===== src/design/lbc_pkg.sv =====
// Package of constants for the LED boost control register bank
package lbc_pkg;

    // ------------------------------------------------------------
    // Register map
    // ------------------------------------------------------------
    localparam logic [7:0] LBC_ADDR_RSVD_A   = 8'h40;
    localparam logic [7:0] LBC_ADDR_RSVD_B   = 8'h41;
    localparam logic [7:0] LBC_ADDR_ENABLE   = 8'h42;
    localparam logic [7:0] LBC_ADDR_OVP      = 8'h43;

    // ------------------------------------------------------------
    // Field positions
    // ------------------------------------------------------------
    localparam int         LBC_BIT_ON        = 0;
    localparam int         LBC_BIT_PGOOD     = 1;
    localparam int         LBC_BIT_WEXACT    = 2;
    localparam int         LBC_OVP_RANGE     = 5;
    localparam int         LBC_OVP_COARSE_HI = 4;
    localparam int         LBC_OVP_COARSE_LO = 3;
    localparam int         LBC_OVP_FINE_HI   = 2;

    // ------------------------------------------------------------
    // Reset values
    // ------------------------------------------------------------
    localparam logic       LBC_ON_RST        = 1'b0;
    localparam logic       LBC_WEXACT_RST    = 1'b0;
    localparam logic [5:0] LBC_OVP_CODE_RST  = 6'h3f;
    localparam logic [7:0] LBC_RSVD_A_VAL    = 8'h00;
    localparam logic [7:0] LBC_RSVD_B_VAL    = 8'h00;
    localparam logic [7:0] LBC_UNMAPPED_VAL  = 8'h00;

    // ------------------------------------------------------------
    // Threshold arithmetic, units of 10 mV
    // ------------------------------------------------------------
    localparam int         LBC_MV_W          = 12;
    localparam logic [11:0] LBC_LO_BASE      = 12'h1f4;
    localparam logic [11:0] LBC_LO_COARSE    = 12'h0c8;
    localparam logic [11:0] LBC_LO_FINE      = 12'h019;
    localparam logic [11:0] LBC_HI_BASE      = 12'h514;
    localparam logic [11:0] LBC_HI_COARSE    = 12'h190;
    localparam logic [11:0] LBC_HI_FINE      = 12'h032;

    // ------------------------------------------------------------
    // Serial interface
    // ------------------------------------------------------------
    // Slave address value is arbitrary
    localparam logic [6:0] LBC_SLAVE_ADDR    = 7'h5a;
    localparam logic [3:0] LBC_BITS_PER_BYTE = 4'h8;

    typedef enum logic [8:0] {
        LBC_ST_IDLE  = 9'h001,
        LBC_ST_ADDR  = 9'h002,
        LBC_ST_AACK  = 9'h004,
        LBC_ST_PTR   = 9'h008,
        LBC_ST_PACK  = 9'h010,
        LBC_ST_WDATA = 9'h020,
        LBC_ST_WACK  = 9'h040,
        LBC_ST_RDATA = 9'h080,
        LBC_ST_RACK  = 9'h100
    } lbc_state_t;

endpackage : lbc_pkg


===== src/design/lbc_top.sv =====
// LED boost control registers with two-wire serial slave
//
// Functional notes
// - Regulator on if pushbutton low, or enable pin high with enable bit set.
// - Byte 42h bit 0 is read/write enable request; 1 enables.
// - Byte 42h bit 1 reads power good; cleared when sense exceeds threshold.
// - Bytes 40h, 41h, 42h[7:3], 43h[7:6] are read-only.
// - Byte 43h bits 5:0 are read/write over-voltage threshold code.
// - Threshold: 5V+2V*[4:3]+0.25V*[2:0], or 13V+4V*[4:3]+0.5V*[2:0].
// - Threshold code resets to the highest code, 28.5 V.
// - At threshold, regulator limits output instead of regulating current.
// - Host reads power good over the two-wire serial interface.
`timescale 1ns/1ps
module lbc_top (
    input  wire logic        clk,
    input  wire logic        rst_b,
    input  wire logic        scl_in,
    input  wire logic        sda_in,
    output logic             sda_out,
    output logic             sda_oe_b,
    input  wire logic        pushbutton_in_n,
    input  wire logic        regulator_enable_pin,
    input  wire logic [11:0] string_top_sense,
    output logic             led_boost_regulator_en,
    output logic             overvoltage_protection,
    output logic [11:0]      ovp_threshold_q
);
    import lbc_pkg::*;

    // ------------------------------------------------------------
    // Line edges
    // ------------------------------------------------------------
    logic scl_lvl;
    logic scl_rise;
    logic scl_fall;
    logic sda_lvl;
    logic sda_rise;
    logic sda_fall;
    logic start_ev;
    logic stop_ev;

    lbc_edge u_scl (
        .clk     (clk),
        .rst_b   (rst_b),
        .line_in (scl_in),
        .level   (scl_lvl),
        .rise    (scl_rise),
        .fall    (scl_fall)
    );

    lbc_edge u_sda (
        .clk     (clk),
        .rst_b   (rst_b),
        .line_in (sda_in),
        .level   (sda_lvl),
        .rise    (sda_rise),
        .fall    (sda_fall)
    );

    assign start_ev = scl_lvl & sda_fall;
    assign stop_ev  = scl_lvl & sda_rise;

    // ------------------------------------------------------------
    // Register state
    // ------------------------------------------------------------
    logic       on_q;
    logic       on_d;
    logic       wexact_q;
    logic       wexact_d;
    logic [5:0] code_q;
    logic [5:0] code_d;
    logic       pgood_q;
    logic       pgood_d;
    logic       en_q;
    logic       en_d;
    logic       ovp_over;
    logic       ovp_limit;
    logic       wr_en;
    logic [7:0] wr_addr;
    logic [7:0] wr_data;
    logic [7:0] rd_addr;
    logic [7:0] rd_data;
    logic [7:0] enable_byte;
    logic [7:0] ovp_byte;
    logic       wr_enable_sel;
    logic       wr_ovp_sel;

    lbc_ovp u_ovp (
        .clk                (clk),
        .rst_b              (rst_b),
        .ovp_threshold_code (code_q),
        .string_top_sense   (string_top_sense),
        .threshold_q        (ovp_threshold_q),
        .over_q             (ovp_over),
        .limit_q            (ovp_limit)
    );

    // ------------------------------------------------------------
    // Read byte assembly
    // ------------------------------------------------------------
    always_comb begin
        enable_byte                 = 8'h00;
        enable_byte[LBC_BIT_ON]     = on_q;
        enable_byte[LBC_BIT_PGOOD]  = pgood_q;
        enable_byte[LBC_BIT_WEXACT] = wexact_q;
        ovp_byte                    = 8'h00;
        ovp_byte[LBC_OVP_RANGE:0]   = code_q;
    end

    // ------------------------------------------------------------
    // Read mux
    // ------------------------------------------------------------
    always_comb begin
        case (rd_addr)
            LBC_ADDR_RSVD_A: rd_data = LBC_RSVD_A_VAL;
            LBC_ADDR_RSVD_B: rd_data = LBC_RSVD_B_VAL;
            LBC_ADDR_ENABLE: rd_data = enable_byte;
            LBC_ADDR_OVP:    rd_data = ovp_byte;
            default:         rd_data = LBC_UNMAPPED_VAL;
        endcase
    end

    // ------------------------------------------------------------
    // Register writes and status
    // ------------------------------------------------------------
    assign wr_enable_sel = wr_en && (wr_addr == LBC_ADDR_ENABLE);
    assign wr_ovp_sel    = wr_en && (wr_addr == LBC_ADDR_OVP);

    always_comb begin
        on_d     = on_q;
        wexact_d = wexact_q;
        code_d   = code_q;
        if (wr_enable_sel) begin
            on_d     = wr_data[LBC_BIT_ON];
            wexact_d = wr_data[LBC_BIT_WEXACT];
        end
        if (wr_ovp_sel) begin
            code_d = wr_data[LBC_OVP_RANGE:0];
        end
        pgood_d = ~ovp_over;
        en_d    = ~pushbutton_in_n | (regulator_enable_pin & on_q);
    end

    always_ff @(posedge clk) begin
        if (!rst_b) begin
            on_q     <= LBC_ON_RST;
            wexact_q <= LBC_WEXACT_RST;
            code_q   <= LBC_OVP_CODE_RST;
            pgood_q  <= 1'b0;
            en_q     <= 1'b0;
        end else begin
            on_q     <= on_d;
            wexact_q <= wexact_d;
            code_q   <= code_d;
            pgood_q  <= pgood_d;
            en_q     <= en_d;
        end
    end

    assign led_boost_regulator_en = en_q;
    assign overvoltage_protection = ovp_limit;

    // ------------------------------------------------------------
    // Serial slave state
    // ------------------------------------------------------------
    lbc_state_t state_q;
    lbc_state_t state_d;
    logic [7:0] shreg_q;
    logic [7:0] shreg_d;
    logic [3:0] cnt_q;
    logic [3:0] cnt_d;
    logic [7:0] ptr_q;
    logic [7:0] ptr_d;
    logic       oe_b_q;
    logic       oe_b_d;
    logic       rw_q;
    logic       rw_d;
    logic       addr_match;

    assign rd_addr = ptr_q;
    assign wr_addr = ptr_q;
    assign wr_data = shreg_q;
    assign sda_out = 1'b0;
    assign sda_oe_b = oe_b_q;
    assign addr_match = (shreg_q[7:1] == LBC_SLAVE_ADDR);

    // ------------------------------------------------------------
    // Byte framing and acknowledge
    // ------------------------------------------------------------
    always_comb begin
        state_d = state_q;
        shreg_d = shreg_q;
        cnt_d   = cnt_q;
        ptr_d   = ptr_q;
        oe_b_d  = oe_b_q;
        rw_d    = rw_q;
        wr_en   = 1'b0;
        if (start_ev) begin
            state_d = LBC_ST_ADDR;
            cnt_d   = 4'h0;
            oe_b_d  = 1'b1;
        end else if (stop_ev) begin
            state_d = LBC_ST_IDLE;
            oe_b_d  = 1'b1;
        end else begin
            case (state_q)
                LBC_ST_IDLE: begin
                    oe_b_d = 1'b1;
                end
                LBC_ST_ADDR, LBC_ST_PTR, LBC_ST_WDATA: begin
                    if (scl_rise && cnt_q != LBC_BITS_PER_BYTE) begin
                        shreg_d = {shreg_q[6:0], sda_lvl};
                        cnt_d   = 4'(cnt_q + 4'h1);
                    end else if (scl_fall && cnt_q == LBC_BITS_PER_BYTE) begin
                        cnt_d  = 4'h0;
                        oe_b_d = 1'b0;
                        if (state_q == LBC_ST_ADDR) begin
                            if (addr_match) begin
                                state_d = LBC_ST_AACK;
                                rw_d    = shreg_q[0];
                            end else begin
                                state_d = LBC_ST_IDLE;
                                oe_b_d  = 1'b1;
                            end
                        end else if (state_q == LBC_ST_PTR) begin
                            state_d = LBC_ST_PACK;
                            ptr_d   = shreg_q;
                        end else begin
                            state_d = LBC_ST_WACK;
                            wr_en   = 1'b1;
                            ptr_d   = 8'(ptr_q + 8'h01);
                        end
                    end
                end
                LBC_ST_AACK: begin
                    if (scl_fall) begin
                        if (rw_q) begin
                            state_d = LBC_ST_RDATA;
                            shreg_d = rd_data;
                            oe_b_d  = rd_data[7];
                            ptr_d   = 8'(ptr_q + 8'h01);
                        end else begin
                            state_d = LBC_ST_PTR;
                            oe_b_d  = 1'b1;
                        end
                    end
                end
                LBC_ST_PACK, LBC_ST_WACK: begin
                    if (scl_fall) begin
                        state_d = LBC_ST_WDATA;
                        oe_b_d  = 1'b1;
                    end
                end
                LBC_ST_RDATA: begin
                    if (scl_fall) begin
                        if (cnt_q == 4'(LBC_BITS_PER_BYTE - 4'h1)) begin
                            state_d = LBC_ST_RACK;
                            cnt_d   = 4'h0;
                            oe_b_d  = 1'b1;
                        end else begin
                            shreg_d = {shreg_q[6:0], 1'b0};
                            cnt_d   = 4'(cnt_q + 4'h1);
                            oe_b_d  = shreg_q[6];
                        end
                    end
                end
                LBC_ST_RACK: begin
                    if (scl_rise && sda_lvl) begin
                        state_d = LBC_ST_IDLE;
                    end else if (scl_fall) begin
                        state_d = LBC_ST_RDATA;
                        shreg_d = rd_data;
                        oe_b_d  = rd_data[7];
                        ptr_d   = 8'(ptr_q + 8'h01);
                    end
                end
                default: begin
                    state_d = LBC_ST_IDLE;
                    oe_b_d  = 1'b1;
                end
            endcase
        end
    end

    always_ff @(posedge clk) begin
        if (!rst_b) begin
            state_q <= LBC_ST_IDLE;
            shreg_q <= 8'h00;
            cnt_q   <= 4'h0;
            ptr_q   <= 8'h00;
            oe_b_q  <= 1'b1;
            rw_q    <= 1'b0;
        end else begin
            state_q <= state_d;
            shreg_q <= shreg_d;
            cnt_q   <= cnt_d;
            ptr_q   <= ptr_d;
            oe_b_q  <= oe_b_d;
            rw_q    <= rw_d;
        end
    end

endmodule : lbc_top


===== src/design/lbc_edge.sv =====
// Edge detector for one sampled serial line
`timescale 1ns/1ps
module lbc_edge (
    input  wire logic clk,
    input  wire logic rst_b,
    input  wire logic line_in,
    output logic      level,
    output logic      rise,
    output logic      fall
);
    import lbc_pkg::*;

    logic line_q;
    logic line_d;

    // ------------------------------------------------------------
    // Previous level
    // ------------------------------------------------------------
    always_comb begin
        line_d = line_in;
    end

    always_ff @(posedge clk) begin
        if (!rst_b) begin
            line_q <= 1'b1;
        end else begin
            line_q <= line_d;
        end
    end

    assign level = line_in;
    assign rise  = line_in & ~line_q;
    assign fall  = ~line_in & line_q;

endmodule : lbc_edge


===== src/design/lbc_ovp.sv =====
// Over-voltage threshold decode and string-top comparison
`timescale 1ns/1ps
module lbc_ovp (
    input  wire logic                  clk,
    input  wire logic                  rst_b,
    input  wire logic [5:0]            ovp_threshold_code,
    input  wire logic [11:0]           string_top_sense,
    output logic      [11:0]           threshold_q,
    output logic                       over_q,
    output logic                       limit_q
);
    import lbc_pkg::*;

    logic [11:0] threshold_d;
    logic        over_d;
    logic        limit_d;
    logic [11:0] coarse;
    logic [11:0] fine;

    // ------------------------------------------------------------
    // Threshold decode and compare
    // ------------------------------------------------------------
    always_comb begin
        coarse = 12'({10'h000, ovp_threshold_code[LBC_OVP_COARSE_HI:LBC_OVP_COARSE_LO]});
        fine   = 12'({9'h000, ovp_threshold_code[LBC_OVP_FINE_HI:0]});
        if (ovp_threshold_code[LBC_OVP_RANGE]) begin
            threshold_d = 12'(LBC_HI_BASE + coarse * LBC_HI_COARSE + fine * LBC_HI_FINE);
        end else begin
            threshold_d = 12'(LBC_LO_BASE + coarse * LBC_LO_COARSE + fine * LBC_LO_FINE);
        end
        over_d  = string_top_sense > threshold_d;
        limit_d = string_top_sense >= threshold_d;
    end

    always_ff @(posedge clk) begin
        if (!rst_b) begin
            threshold_q <= 12'h000;
            over_q      <= 1'b0;
            limit_q     <= 1'b0;
        end else begin
            threshold_q <= threshold_d;
            over_q      <= over_d;
            limit_q     <= limit_d;
        end
    end

endmodule : lbc_ovp


===== config.mk =====
export PLATFORM = sky130hd
export DESIGN_NAME = lbc_top
export DESIGN_NICKNAME = d
export VERILOG_FILES = /design/src/design/lbc_pkg.sv /design/src/design/lbc_top.sv /design/src/design/lbc_edge.sv /design/src/design/lbc_ovp.sv
export SDC_FILE = /design/constraint.sdc
export NUM_CORES = 1
export LEC_CHECK = 0
export BUFFER_PORTS_ARGS = -buffer_cell sky130_fd_sc_hd__buf_2
export CAP_MARGIN = 20
export CORE_UTILIZATION = 25
export CTS_CLUSTER_DIAMETER = 30
export CTS_CLUSTER_SIZE = 10
export DETAILED_ROUTE_END_ITERATION = 8
export PLACE_DENSITY_LB_ADDON = 0.1
export SYNTH_ARGS = -nofsm -noshare
export SYNTH_HDL_FRONTEND = slang
export SYNTH_SLANG_ARGS = --single-unit

===== constraint.sdc =====
create_clock -name clk -period 11.2 [get_ports clk]
set_input_delay 1.12 -clock clk [delete_from_list [all_inputs] [get_ports clk]]
set_output_delay 1.12 -clock clk [all_outputs]
set_load 0.1 [all_outputs]

==> impl_metrics.env <==
export IMPL_avgSynthCellArea_um2=8.476
export IMPL_drtIter0Drc=207
export IMPL_start_util=0.2579
export IMPL_die_area_um2=16310
export IMPL_cap_viol_max_count=0
export IMPL_tritoncts="yes"
export IMPL_cellLeakagePower_nw=1.916
export IMPL_antenna_found_initial=0
export IMPL_multi_input_area_um2=2601
export IMPL_die_h_um=127.7
export IMPL_worstSkewPairLatency_ns=0.34
export IMPL_endpoint="u_ovp.over_q$_SDFF_PN0_"
export IMPL_synth_flop_cell="dfxtp_1"
export IMPL_synth_nets=529
export IMPL_ys_async_sr_fraction=0
export IMPL_max_clock_freq_ghz=0.2335
export IMPL_vias=3410
export IMPL_skew_ns=0.008868
export IMPL_regArea_um2=1141
export IMPL_fin_setup_tns_ns=0
export IMPL_wl_mm=11.32
export IMPL_ys_seq_area_frac=0.2889
export IMPL_grt_setup_unrepaired="false"
export IMPL_irDropWorstVdd_mv=0.05754
export IMPL_synth_top_family_by_area="simple AND/OR/NAND/NOR gates"
export IMPL_post_cts_buffers=0
export IMPL_hold_path_class="register to register"
export IMPL_ys_seq_elements=57
export IMPL_ys_warn_count=0
export IMPL_finalSetupViolCount=0
export IMPL_grt_usage=0.1473
export IMPL_final_hold_viol_count=0
export IMPL_worst_slew_pin_slew_ns=0.9518
export IMPL_grt_pass1_wl_mm=18.17
export IMPL_final_common_cell="dfxtp_1"
export IMPL_cts_sinks=57
export IMPL_cts_buffer_depth=2
export IMPL_min_period_over_period=0.3824
export IMPL_first_global_vias=3324
export IMPL_place_congestion=0.8363
export IMPL_fin_nets=550
export IMPL_die_w_um=127.7
export IMPL_diodes=0
export IMPL_reg2reg_depth=17
export IMPL_dp_cells=687
export IMPL_finalCriticalPeriod_ns=4.283
export IMPL_cp_max_fo=8
export IMPL_layout_cells_non_filler=703
export IMPL_synth_cell_types=68
export IMPL_hold_buffers=0
export IMPL_status="finished clean"
export IMPL_synth_mux_area_frac=0.03073
export IMPL_wl_per_cell_um=16.10
export IMPL_port_buffers=32
export IMPL_ios=34
export IMPL_nFillCells=1703
export IMPL_root_buffer="clkbuf_16"
export IMPL_cts_buffers=9
export IMPL_syn_area_um2=3950
export IMPL_end_kind="register"
export IMPL_synth_edf_count=0
export IMPL_synthAdderAreaFrac=0.1482
export IMPL_clk_pin_slew_worst_paths_ns=0.06
export IMPL_drcViolationCount=0
export IMPL_final_cell_mix="57 x dfxtp_1, 46 x nor2_1, 42 x ha_1, 37 x nand2_1, 32 x buf_2"
export IMPL_cp_data_required_time_ns=11.42
export IMPL_netlist_instances=466
export IMPL_critical_path_class="register to register"
export IMPL_htreeDepth=3
export IMPL_antenna_left=0
export IMPL_drv_slew=0
export IMPL_grt_overflow=0
export IMPL_finalPower_w=0.0006020
export IMPL_cts_resized=0
export IMPL_synth_xor_area_share=0.03326
export IMPL_via_per_inst=4.851
export IMPL_drt_pass1_iterations=4
export IMPL_drive_above_1_share=0.1382
export IMPL_critPathLaunch="code_q[1]$_SDFFE_PN1P_"
export IMPL_fp_row_count=45
export IMPL_hold_ws_ns=0.4066
export IMPL_grt_max_degree=32
export IMPL_core_area_um2=15310
export IMPL_reg2reg_slack_ns=6.92
export IMPL_synth_simple_area_share=0.2404
export IMPL_critPathLaunchType="register"
export IMPL_r2r_end="u_ovp.over_q$_SDFF_PN0_"
export IMPL_critPathArrivalTime_ns=4.51
export IMPL_slew_headroom=0.3616
export IMPL_areaGrowthSynthToFinish_pct=16.15
export IMPL_synth_compound_area_frac=0.2049
export IMPL_reg2reg_from="code_q[1]$_SDFFE_PN1P_"
export IMPL_post_dp_hpwl_mm=8.450
export IMPL_p_per_area_nw_per_um2=131.2
export IMPL_worstHoldStart="u_ovp.over_q$_SDFF_PN0_"
-- state kept, by name, summed over array words and instances, names as in the netlist, 4 cells and up --
signal and count:
cnt_q 4, code_q 6, ptr_q 8, shreg_q 8
state_q 9, u_ovp.threshold_q 12
-- logic make-up (layout without fill, tap and decap cells) --
group,after synthesis,in the layout
other,1,1
AND/OR/NAND/NOR,171,171
buffers and inverters,47,73
flip-flops,57,57
adder cells (fa/ha/maj),45,45
XOR/XNOR,15,15
multiplexers,12,12
AO/OA/AOI/OAI,118,118
-- final cells by class --
class                      instances  share of cell area
timing repair buffer              34             0.03818
clock inverter                     7             0.02073
multi-input combinational        362              0.5669
clock buffer                       9             0.04909
sequential                        57              0.2487
inverter                          23             0.01882
tap                              211             0.05754
-- through the flow --
stage	setup WS [ns]	instance area, um2	util
after floorplan	7.366	3950	-
after global placement	7.075	4268	0.2787
after detailed placement	6.936	4268	0.2787
after CTS	6.892	4588	0.2996
after global routing	6.635	4588	0.2996
final	6.917	4588	0.2996
-- metal layers --
metal | routed length, um | GRT usage
met3 | 442 | 0.03214
met5 | 0 | 0
met4 | 123 | 0.04567
met2 | 4947 | 0.2234
met1 | 5803 | 0.2073
-- worst max-delay path, stage by stage (launching register included) --
cell and delay (ns):
dfxtp_1 0.47, inv_1 0.09, ha_1 0.34, nor2b_1 0.07, ha_1 0.17, or2_2 0.30
fa_1 0.45, ha_1 0.33, nand2_1 0.07, o21bai_1 0.15, a21boi_0 0.24, nor3_1 0.10
o31ai_1 0.30, ha_1 0.19, nand4_1 0.12, or2_2 0.32, o221ai_1 0.22, nor3b_1 0.24
-- cells in the mapped netlist (3+ instances only) --
library cell | count | area share
and4b_1 | 3 | 0.0076
dfxtp_1 | 57 | 0.29
o211ai_1 | 9 | 0.017
nor2_1 | 46 | 0.044
o21a_1 | 3 | 0.0057
inv_1 | 22 | 0.021
nor3b_1 | 4 | 0.0076
ha_1 | 42 | 0.13
a21oi_1 | 30 | 0.038
a22oi_1 | 4 | 0.0076
o31ai_1 | 5 | 0.0095
fa_1 | 3 | 0.015
xor2_1 | 9 | 0.020
nand2_1 | 37 | 0.035
xnor2_1 | 6 | 0.013
o211a_1 | 3 | 0.0076
or4_1 | 3 | 0.0057
o32ai_1 | 3 | 0.0067
mux2i_1 | 11 | 0.028
or2_2 | 4 | 0.0063
and3_1 | 5 | 0.0079
buf_2 | 7 | 0.0089
a21o_1 | 9 | 0.017
nor2b_1 | 5 | 0.0079
o2111ai_1 | 3 | 0.0067
nand3_1 | 12 | 0.015
nor3_1 | 12 | 0.015
nand4_1 | 9 | 0.014
nand2b_1 | 8 | 0.013
clkbuf_1 | 12 | 0.011
and3b_1 | 3 | 0.0067
o21ai_0 | 24 | 0.030
a211oi_1 | 6 | 0.011
-- how the worst min path moves through the flow --
stage	endpoint	cells past startpoint	slack, ns
after floorplan	pgood_q$_SDFF_PN0_	1	0.36
after global placement	pgood_q$_SDFF_PN0_	1	0.43
after detailed placement	pgood_q$_SDFF_PN0_	1	0.42
after CTS	pgood_q$_SDFF_PN0_	1	0.43
after global routing	pgood_q$_SDFF_PN0_	1	0.42
final	pgood_q$_SDFF_PN0_	1	0.41
-- power by group --
part / leakage [nW] / switching (W) / total, W / internal, W
Clock: 0.155 / 0.000106 / 0.000301 / 0.000194
Combinational: 1.30 / 0.0000527 / 0.0000811 / 0.0000284
Sequential: 0.463 / 0.0000112 / 0.000220 / 0.000209
Total: 1.92 / 0.000170 / 0.000602 / 0.000432
(Power assumes the default switching activity.)
